`src/frt_defs.svh`:
```
// constants for the free-running timer block
`ifndef FRT_DEFS_SVH
`define FRT_DEFS_SVH
`define FRT_ADDR_W        4
`define FRT_OFF_OPTION    4'h0
`define FRT_OFF_COUNT     4'h4
`define FRT_OFF_STATUS    4'h8
`define FRT_OPT_RESET     8'hFF
`define FRT_OPT_SRC       5
`define FRT_OPT_EDGE      4
`define FRT_OPT_ASSIGN    3
`define FRT_OPT_IEN       7
`define FRT_PS_LO         0
`define FRT_PS_HI         2
`define FRT_CNT_RESET     8'h00
`define FRT_CNT_MAX       8'hFF
`define FRT_CNT_MIN       8'h00
`define FRT_PS_RESET      8'h00
`define FRT_RESP_OKAY     2'b00
`define FRT_RESP_SLVERR   2'b10
`endif

```
`src/frt_pkg.sv`:
```
// types for the free-running timer block
package frt_pkg;
	typedef struct packed {
		logic        ien;
		logic        rsvd;
		logic        src_ext;
		logic        fall_edge;
		logic        assign_wd;
		logic [2:0]  div_sel;
	} frt_option_t;

	typedef struct packed {
		logic [3:0]  awaddr;
		logic        awvalid;
		logic [31:0] wdata;
		logic [3:0]  wstrb;
		logic        wvalid;
		logic        bready;
		logic [3:0]  araddr;
		logic        arvalid;
		logic        rready;
	} frt_axi_req_t;

	typedef struct packed {
		logic        awready;
		logic        wready;
		logic [1:0]  bresp;
		logic        bvalid;
		logic        arready;
		logic [31:0] rdata;
		logic [1:0]  rresp;
		logic        rvalid;
	} frt_axi_rsp_t;
endpackage

```
`src/frt_edge_sync.sv`:
```
// synchroniser and edge detector for the timer input pin
`timescale 1ns/100ps
`include "frt_defs.svh"
module frt_edge_sync (
	input  wire logic CLK,
	input  wire logic RESET,
	input  wire logic pin_in,
	input  wire logic fall_sel,
	output logic      edge_pulse
);
	logic meta_ff;
	logic sync_ff;
	logic last_ff;
	wire  rise_w = sync_ff & ~last_ff;
	wire  fall_w = ~sync_ff & last_ff;

	always_ff @(posedge CLK or posedge RESET) begin
		if (RESET) begin
			meta_ff <= 1'b0;
			sync_ff <= 1'b0;
			last_ff <= 1'b0;
		end else begin
			meta_ff <= pin_in;
			sync_ff <= meta_ff;
			last_ff <= sync_ff;
		end
	end

	// one pulse per qualifying edge
	assign edge_pulse = fall_sel ? fall_w : rise_w;
endmodule

```
`src/frt_prescaler.sv`:
```
// 8-bit prescaler shared by timer and watchdog
`timescale 1ns/100ps
`include "frt_defs.svh"
module frt_prescaler (
	input  wire logic       CLK,
	input  wire logic       RESET,
	input  wire logic       tick_in,
	input  wire logic [2:0] div_sel,
	output logic            tick_out
);
	logic [7:0] count_ff;
	logic [7:0] nxt_count;

	// power-of-two ratio 1:2 .. 1:256
	function automatic logic [7:0] div_mask(input logic [2:0] sel);
		div_mask = 8'((9'h002 << sel) - 9'h001);
	endfunction

	wire [7:0] mask_w = div_mask(div_sel);
	assign tick_out = tick_in & ((count_ff & mask_w) == mask_w);
	assign nxt_count = tick_in ? count_ff + 8'h01 : count_ff;

	// count not reachable from software
	always_ff @(posedge CLK or posedge RESET) begin
		if (RESET)
			count_ff <= `FRT_PS_RESET;
		else
			count_ff <= nxt_count;
	end
endmodule

```
`src/frt_timer.sv`:
```
// free-running timer with prescaler and AXI4-Lite register slave
`timescale 1ns/100ps
`include "frt_defs.svh"
module frt_timer
	import frt_pkg::*;
(
	input  wire logic                  CLK,
	input  wire logic                  RESET,
	input  wire logic                  TIMER_INPUT_PIN,
	input  wire logic                  WATCHDOG_TICK,
	input  wire frt_pkg::frt_axi_req_t AXI_REQ,
	output frt_pkg::frt_axi_rsp_t      AXI_RSP,
	output logic                       TIMER_IRQ,
	output logic                       WATCHDOG_POST_TICK
);
	import frt_pkg::*;

	// ****************************************
	// option and count state
	// ****************************************
	frt_option_t option_ff;
	logic [7:0]  count_ff;
	logic [7:0]  nxt_count;
	logic        irq_ff;
	logic        ext_edge;
	logic        ps_out;

	frt_edge_sync u_sync (
		.CLK        (CLK),
		.RESET      (RESET),
		.pin_in     (TIMER_INPUT_PIN),
		.fall_sel   (option_ff.fall_edge),
		.edge_pulse (ext_edge)
	);

	// ****************************************
	// source selection and prescaler routing
	// ****************************************
	wire src_tick  = option_ff.src_ext ? ext_edge : 1'b1;
	wire ps_to_wd  = option_ff.assign_wd;
	wire ps_in     = ps_to_wd ? WATCHDOG_TICK : src_tick;
	wire cnt_tick  = ps_to_wd ? src_tick : ps_out;
	wire rollover  = cnt_tick & (count_ff == `FRT_CNT_MAX);

	frt_prescaler u_ps (
		.CLK      (CLK),
		.RESET    (RESET),
		.tick_in  (ps_in),
		.div_sel  (option_ff.div_sel),
		.tick_out (ps_out)
	);

	assign WATCHDOG_POST_TICK = ps_to_wd ? ps_out : WATCHDOG_TICK;

	// ****************************************
	// register bus decode
	// ****************************************
	logic        aw_held_ff;
	logic        w_held_ff;
	logic [3:0]  awaddr_ff;
	logic [31:0] wdata_ff;
	logic [3:0]  wstrb_ff;
	logic        bvalid_ff;
	logic [1:0]  bresp_ff;
	logic        rvalid_ff;
	logic [31:0] rdata_ff;
	logic [1:0]  rresp_ff;

	wire aw_take  = AXI_REQ.awvalid & ~aw_held_ff & ~bvalid_ff;
	wire w_take   = AXI_REQ.wvalid & ~w_held_ff & ~bvalid_ff;
	wire aw_have  = aw_held_ff | aw_take;
	wire w_have   = w_held_ff | w_take;
	wire [3:0] wr_addr   = aw_held_ff ? awaddr_ff : AXI_REQ.awaddr;
	wire [31:0] wr_data  = w_held_ff ? wdata_ff : AXI_REQ.wdata;
	wire [3:0] wr_strb   = w_held_ff ? wstrb_ff : AXI_REQ.wstrb;
	wire wr_fire  = aw_have & w_have & ~bvalid_ff;
	wire wr_opt   = wr_fire & (wr_addr == `FRT_OFF_OPTION) & wr_strb[0];
	wire wr_cnt   = wr_fire & (wr_addr == `FRT_OFF_COUNT) & wr_strb[0];
	wire wr_known = (wr_addr == `FRT_OFF_OPTION) | (wr_addr == `FRT_OFF_COUNT);
	wire rd_take  = AXI_REQ.arvalid & ~rvalid_ff;
	wire rd_opt   = AXI_REQ.araddr == `FRT_OFF_OPTION;
	wire rd_cnt   = AXI_REQ.araddr == `FRT_OFF_COUNT;
	wire rd_stat  = AXI_REQ.araddr == `FRT_OFF_STATUS;
	// status shows which user owns the prescaler (bit 0) and the one-cycle request (bit 1); no sticky overflow flag
	wire [31:0] rd_mux = rd_opt  ? {24'h00_0000, option_ff} :
	                     rd_cnt  ? {24'h00_0000, count_ff} :
	                     rd_stat ? {30'h0000_0000, irq_ff, ps_to_wd} : 32'h0000_0000;

	assign AXI_RSP.awready = aw_take;
	assign AXI_RSP.wready  = w_take;
	assign AXI_RSP.bvalid  = bvalid_ff;
	assign AXI_RSP.bresp   = bresp_ff;
	assign AXI_RSP.arready = rd_take;
	assign AXI_RSP.rvalid  = rvalid_ff;
	assign AXI_RSP.rdata   = rdata_ff;
	assign AXI_RSP.rresp   = rresp_ff;

	always_ff @(posedge CLK or posedge RESET) begin
		if (RESET) begin
			aw_held_ff <= 1'b0;
			w_held_ff  <= 1'b0;
			awaddr_ff  <= 4'h0;
			wdata_ff   <= 32'h0000_0000;
			wstrb_ff   <= 4'h0;
			bvalid_ff  <= 1'b0;
			bresp_ff   <= `FRT_RESP_OKAY;
		end else begin
			if (aw_take) begin
				awaddr_ff <= AXI_REQ.awaddr;
			end
			if (w_take) begin
				wdata_ff <= AXI_REQ.wdata;
				wstrb_ff <= AXI_REQ.wstrb;
			end
			if (wr_fire) begin
				aw_held_ff <= 1'b0;
				w_held_ff  <= 1'b0;
				bvalid_ff  <= 1'b1;
				bresp_ff   <= wr_known ? `FRT_RESP_OKAY : `FRT_RESP_SLVERR;
			end else begin
				aw_held_ff <= aw_have;
				w_held_ff  <= w_have;
				if (bvalid_ff & AXI_REQ.bready)
					bvalid_ff <= 1'b0;
			end
		end
	end

	always_ff @(posedge CLK or posedge RESET) begin
		if (RESET) begin
			rvalid_ff <= 1'b0;
			rdata_ff  <= 32'h0000_0000;
			rresp_ff  <= `FRT_RESP_OKAY;
		end else if (rd_take) begin
			rvalid_ff <= 1'b1;
			rdata_ff  <= rd_mux;
			rresp_ff  <= (rd_opt | rd_cnt | rd_stat) ? `FRT_RESP_OKAY : `FRT_RESP_SLVERR;
		end else if (rvalid_ff & AXI_REQ.rready) begin
			rvalid_ff <= 1'b0;
		end
	end

	// ****************************************
	// counter and interrupt request
	// ****************************************
	// a software write wins over a same-cycle count step
	assign nxt_count = wr_cnt ? wr_data[7:0] :
	                   cnt_tick ? count_ff + 8'h01 : count_ff;

	always_ff @(posedge CLK or posedge RESET) begin
		if (RESET) begin
			option_ff <= `FRT_OPT_RESET;
			count_ff  <= `FRT_CNT_RESET;
			irq_ff    <= 1'b0;
		end else begin
			if (wr_opt)
				option_ff <= wr_data[7:0];
			count_ff <= nxt_count;
			irq_ff   <= rollover & option_ff.ien & ~wr_cnt;
		end
	end

	// one-cycle request, no sticky pending state
	assign TIMER_IRQ = irq_ff;
endmodule

```
`config.mk`:
```
export PLATFORM = sky130hd
export DESIGN_NAME = frt_timer
export DESIGN_NICKNAME = d
export VERILOG_FILES = /design/src/frt_pkg.sv /design/src/frt_edge_sync.sv /design/src/frt_prescaler.sv /design/src/frt_timer.sv
export VERILOG_INCLUDE_DIRS = /design/src
export SDC_FILE = /design/constraint.sdc
export NUM_CORES = 1
export LEC_CHECK = 0
export BUFFER_PORTS_ARGS = -buffer_cell sky130_fd_sc_hd__clkbuf_2
export CAP_MARGIN = 20
export CORE_MARGIN = 8
export CORE_UTILIZATION = 46
export CTS_BUF_LIST = sky130_fd_sc_hd__clkbuf_4 sky130_fd_sc_hd__clkbuf_8 sky130_fd_sc_hd__clkbuf_16
export DETAILED_ROUTE_END_ITERATION = 6
export GPL_TIMING_DRIVEN = 0
export PLACE_DENSITY = 0.88
export REMOVE_ABC_BUFFERS = 1
export SYNTH_ARGS = -nofsm -noshare
export SYNTH_HDL_FRONTEND = slang
export SYNTH_SLANG_ARGS = --single-unit
```
`constraint.sdc`:
```
create_clock -name CLK -period 2 [get_ports CLK]
set_clock_uncertainty 0.15 [all_clocks]
set_input_delay 0 -clock CLK [delete_from_list [all_inputs] [get_ports CLK]]
set_output_delay 0 -clock CLK [all_outputs]
set_load 0.02 [all_outputs]
```
==> impl_metrics.yaml <==
power:
  power.total_w: 0.00498
  p_leak_nw: 1.63
  vdd_ir_drop_max_mv: 0.848
  power_density_mw_per_mm2: 1380
synth:
  synth_flop_cell: "dfrtp_1"
  synth_warnings: 0
  synthArstFlopShare_pct: 100
  ys_types: 51
  synthTopCellsByCount: "dfrtp_1, buf_4, mux2_2"
  synth.cell_area_mm2: 0.00289
  synth.most_common_cell: "dfrtp_1"
  syn_avg_cell_area_um2: 11.1
  yosys.area.top_type: "dfrtp_1"
  synth-edff-count: 0
  yosysTopAreaCellShare_pct: 40.7
  synth_area_leaders: "dfrtp_1, mux2_2, buf_4, dfstp_2, mux2i_1"
  netlist_instances: 260
  ys_ff_latch: 55
  synth.yosys.seq_area_share_pct: 48.0
cts:
  cts_num_sinks: 55
  cts_made_buffers: 5
  clkLatencyLatePin_ns: 0.31
  htreeDepth: 2
  root_buffer: "clkbuf_8"
  tritoncts: "yes"
  clk_pin_slew_worst_paths_ns: 0.09
  cts_buffer_depth: 2
timing:
  rsz0062_at_grt: "true"
  final.setup.worst_slack_ns: -0.0204
  drv_slew: 0
  slew_headroom_pct: 35.4
  fmax_mhz: 495
  fin_crit_ns: 2.02
  tns_ns: -0.0204
  setup_violations: 1
  tightest_slew_ns: 0.956
  period_share_pct: 101
  whs_ns: -0.0172
  finalHoldViolations: 1
status:
  status: "finished with violations"
  failed_checks: "negative hold slack, negative setup slack"
grt:
  grt_pass1_vias: 2167
  antenna_found_initial: 0
  grt_usage_pct: 14.5
  grt_max_degree: 37
  grt_first_pass_wirelength_um: 10400
  globalRoute.totalOverflow: 0
worst_setup_path:
  crit_family: "flip-flops"
  critPathSlowestCell: "dfstp_2"
  crit_type: "flop to flop"
  critPathMaxStageDelay_ns: 0.60
  cp-end-kind: "flop"
  cp_max_fo: 5
  startpoint_type: "flop"
  crit_chain: "nand2b_1 > a21boi_2 > o211ai_2 > nand3_2 > mux2_4 > mux2_2"
  cp.required_ns: 2.05
  crit_buf_inv: 0
  cp.arrival_ns: 2.07
floorplanning:
  die_height_um: 95.3
  num_rows: 29
  die-area_mm2: 0.00908
  dieWidth_um: 95.3
  core-area_mm2: 0.00620
  initial_core_util_pct: 46.6
  boundaryPins: 96
final_layout:
  nets: 393
  final_layout_size_suffix_gt1_share_pct: 35.1
  n_antenna_cell: 0
  area_delta_synth_final_pct: 25.0
  n_fill_cell: 501
placed_design:
  gp_congestion: 0.769
  post-dp-hpwl_um: 4450
  io_buffers: 42
  pre_cts_slack_ns: -0.519
worst_hold_path:
  hold_path_class: "primary input to flop"
route:
  first_pass_iters: 4
  antenna_left: 0
  drt_iter0_drc: 166
  vias: 2192
  wl_um: 6720
  vias_per_cell: 5.27
  route.detailed.drc: 0
  wire_per_inst_um: 16.2
flow_run:
  cap_violations: 0
==> path summary, 6_finish.rpt <==
check | start | end | slack, ns | cells past startpoint
worst min register to register | u_sync.meta_ff$_DFF_PP0_ | u_sync.sync_ff$_DFF_PP0_ | 0.21 | 0
max in group asynchronous | RESET | option_ff[5]$_DFFE_PP1P_ | 1.02 | 4
worst max-delay path | option_ff[2]$_DFFE_PP1P_ | count_ff[1]$_DFFE_PP0P_ | -0.02 | 6
worst min-delay path | AXI_REQ[1] | rvalid_ff$_DFFE_PP0P_ | -0.02 | 3
worst max register to register | option_ff[2]$_DFFE_PP1P_ | count_ff[1]$_DFFE_PP0P_ | -0.02 | 6
min in group asynchronous | RESET | awaddr_ff[0]$_DFFE_PP0P_ | 0.07 | 3
==> layer usage <==
layer  wire, um  track usage [%]
met1       2760             16.4
met4        182             5.98
met5          0                0
met2       3290             25.8
met3        490             3.31
==> per-stage QoR <==
stage	area (um2)	util (%)	hold WS (ns)	std cells
after floorplan	2710	-	-0.119	247
after detailed placement	3040	49.1	-0.137	367
after global placement	3020	48.7	-0.0412	366
after CTS	3530	57.0	0.0860	409
final	3610	58.2	-0.0172	416
after global routing	3610	58.2	0.00407	416
==> logic make-up after synthesis <==
kind of cell               after synthesis  share of synthesized area (%)
AOI/OAI and AO/OA                       43                           10.9
xor gates and xnor gates                11                           3.33
adders and majority gates                2                          0.866
buffers and inverters                   44                           10.2
DFF                                     55                           48.0
muxes                                   37                           14.0
other                                    1                          0.130
and+or+nand+nor                         67                           12.6
==> repair_timing <==
| item | in CTS | in global routing |
|---|---|---|
| hold buffers | 26 | 0 |
| pin swaps | 4 | 9 |
| setup buffers | 8 | 7 |
| endpoints found under the setup margin | 27 | 19 |
| hold endpoints to repair | 87 | 0 |
| resized for setup | 6 | 8 |
==> final cells by class <==
| cell class | instances | area (um2) | share of cell area [%] |
|---|---|---|---|
| multi-input combinational | 186 | 1350 | 37.3 |
| tap | 77 | 96.3 | 2.67 |
| inverter | 6 | 22.5 | 0.623 |
| clock inverter | 2 | 60.1 | 1.66 |
| sequential | 55 | 1390 | 38.5 |
| timing repair buffer | 84 | 619 | 17.1 |
| clock buffer | 6 | 76.3 | 2.11 |
==> report_power, final <==
group	switching (W)	total, W	leakage (nW)	internal, W
sequential	0.000475	0.00210	0.653	0.00162
combinational	0.00100	0.00201	0.911	0.00101
clock	0.000356	0.000870	0.0688	0.000514
==> worst register-to-register path: cells and delay by family, from the launching register on <==
family	cells	cell delay, ns
flip-flops	1	0.60
multiplexers	2	0.57
AO/OA/AOI/OAI	2	0.36
AND/OR/NAND/NOR	2	0.23
==> registers in the layout (all words and copies together), names as in the netlist, 4 cells and up <==
register and count:
rdata_ff 8, awaddr_ff 4, u_ps.count_ff 8, count_ff 8, wdata_ff 8, option_ff 7
==> placed cells by master (no fill, tap or decap), types with 5 or more instances in the layout <==
cell and n:
conb_1 26, dfstp_2 8, clkbuf_2 42, nand4_1 6, dfrtp_1 45, nor2_1 11, mux2_2 22, nor3_1 5
nand2_1 20, mux2i_1 13, clkbuf_8 5, a21oi_1 7, buf_4 13, xor2_1 7, a22oi_1 6, inv_1 5
dlygate4sd3_1 26, o21ai_0 11
No activity file was read; power rests on OpenSTA's default activity.
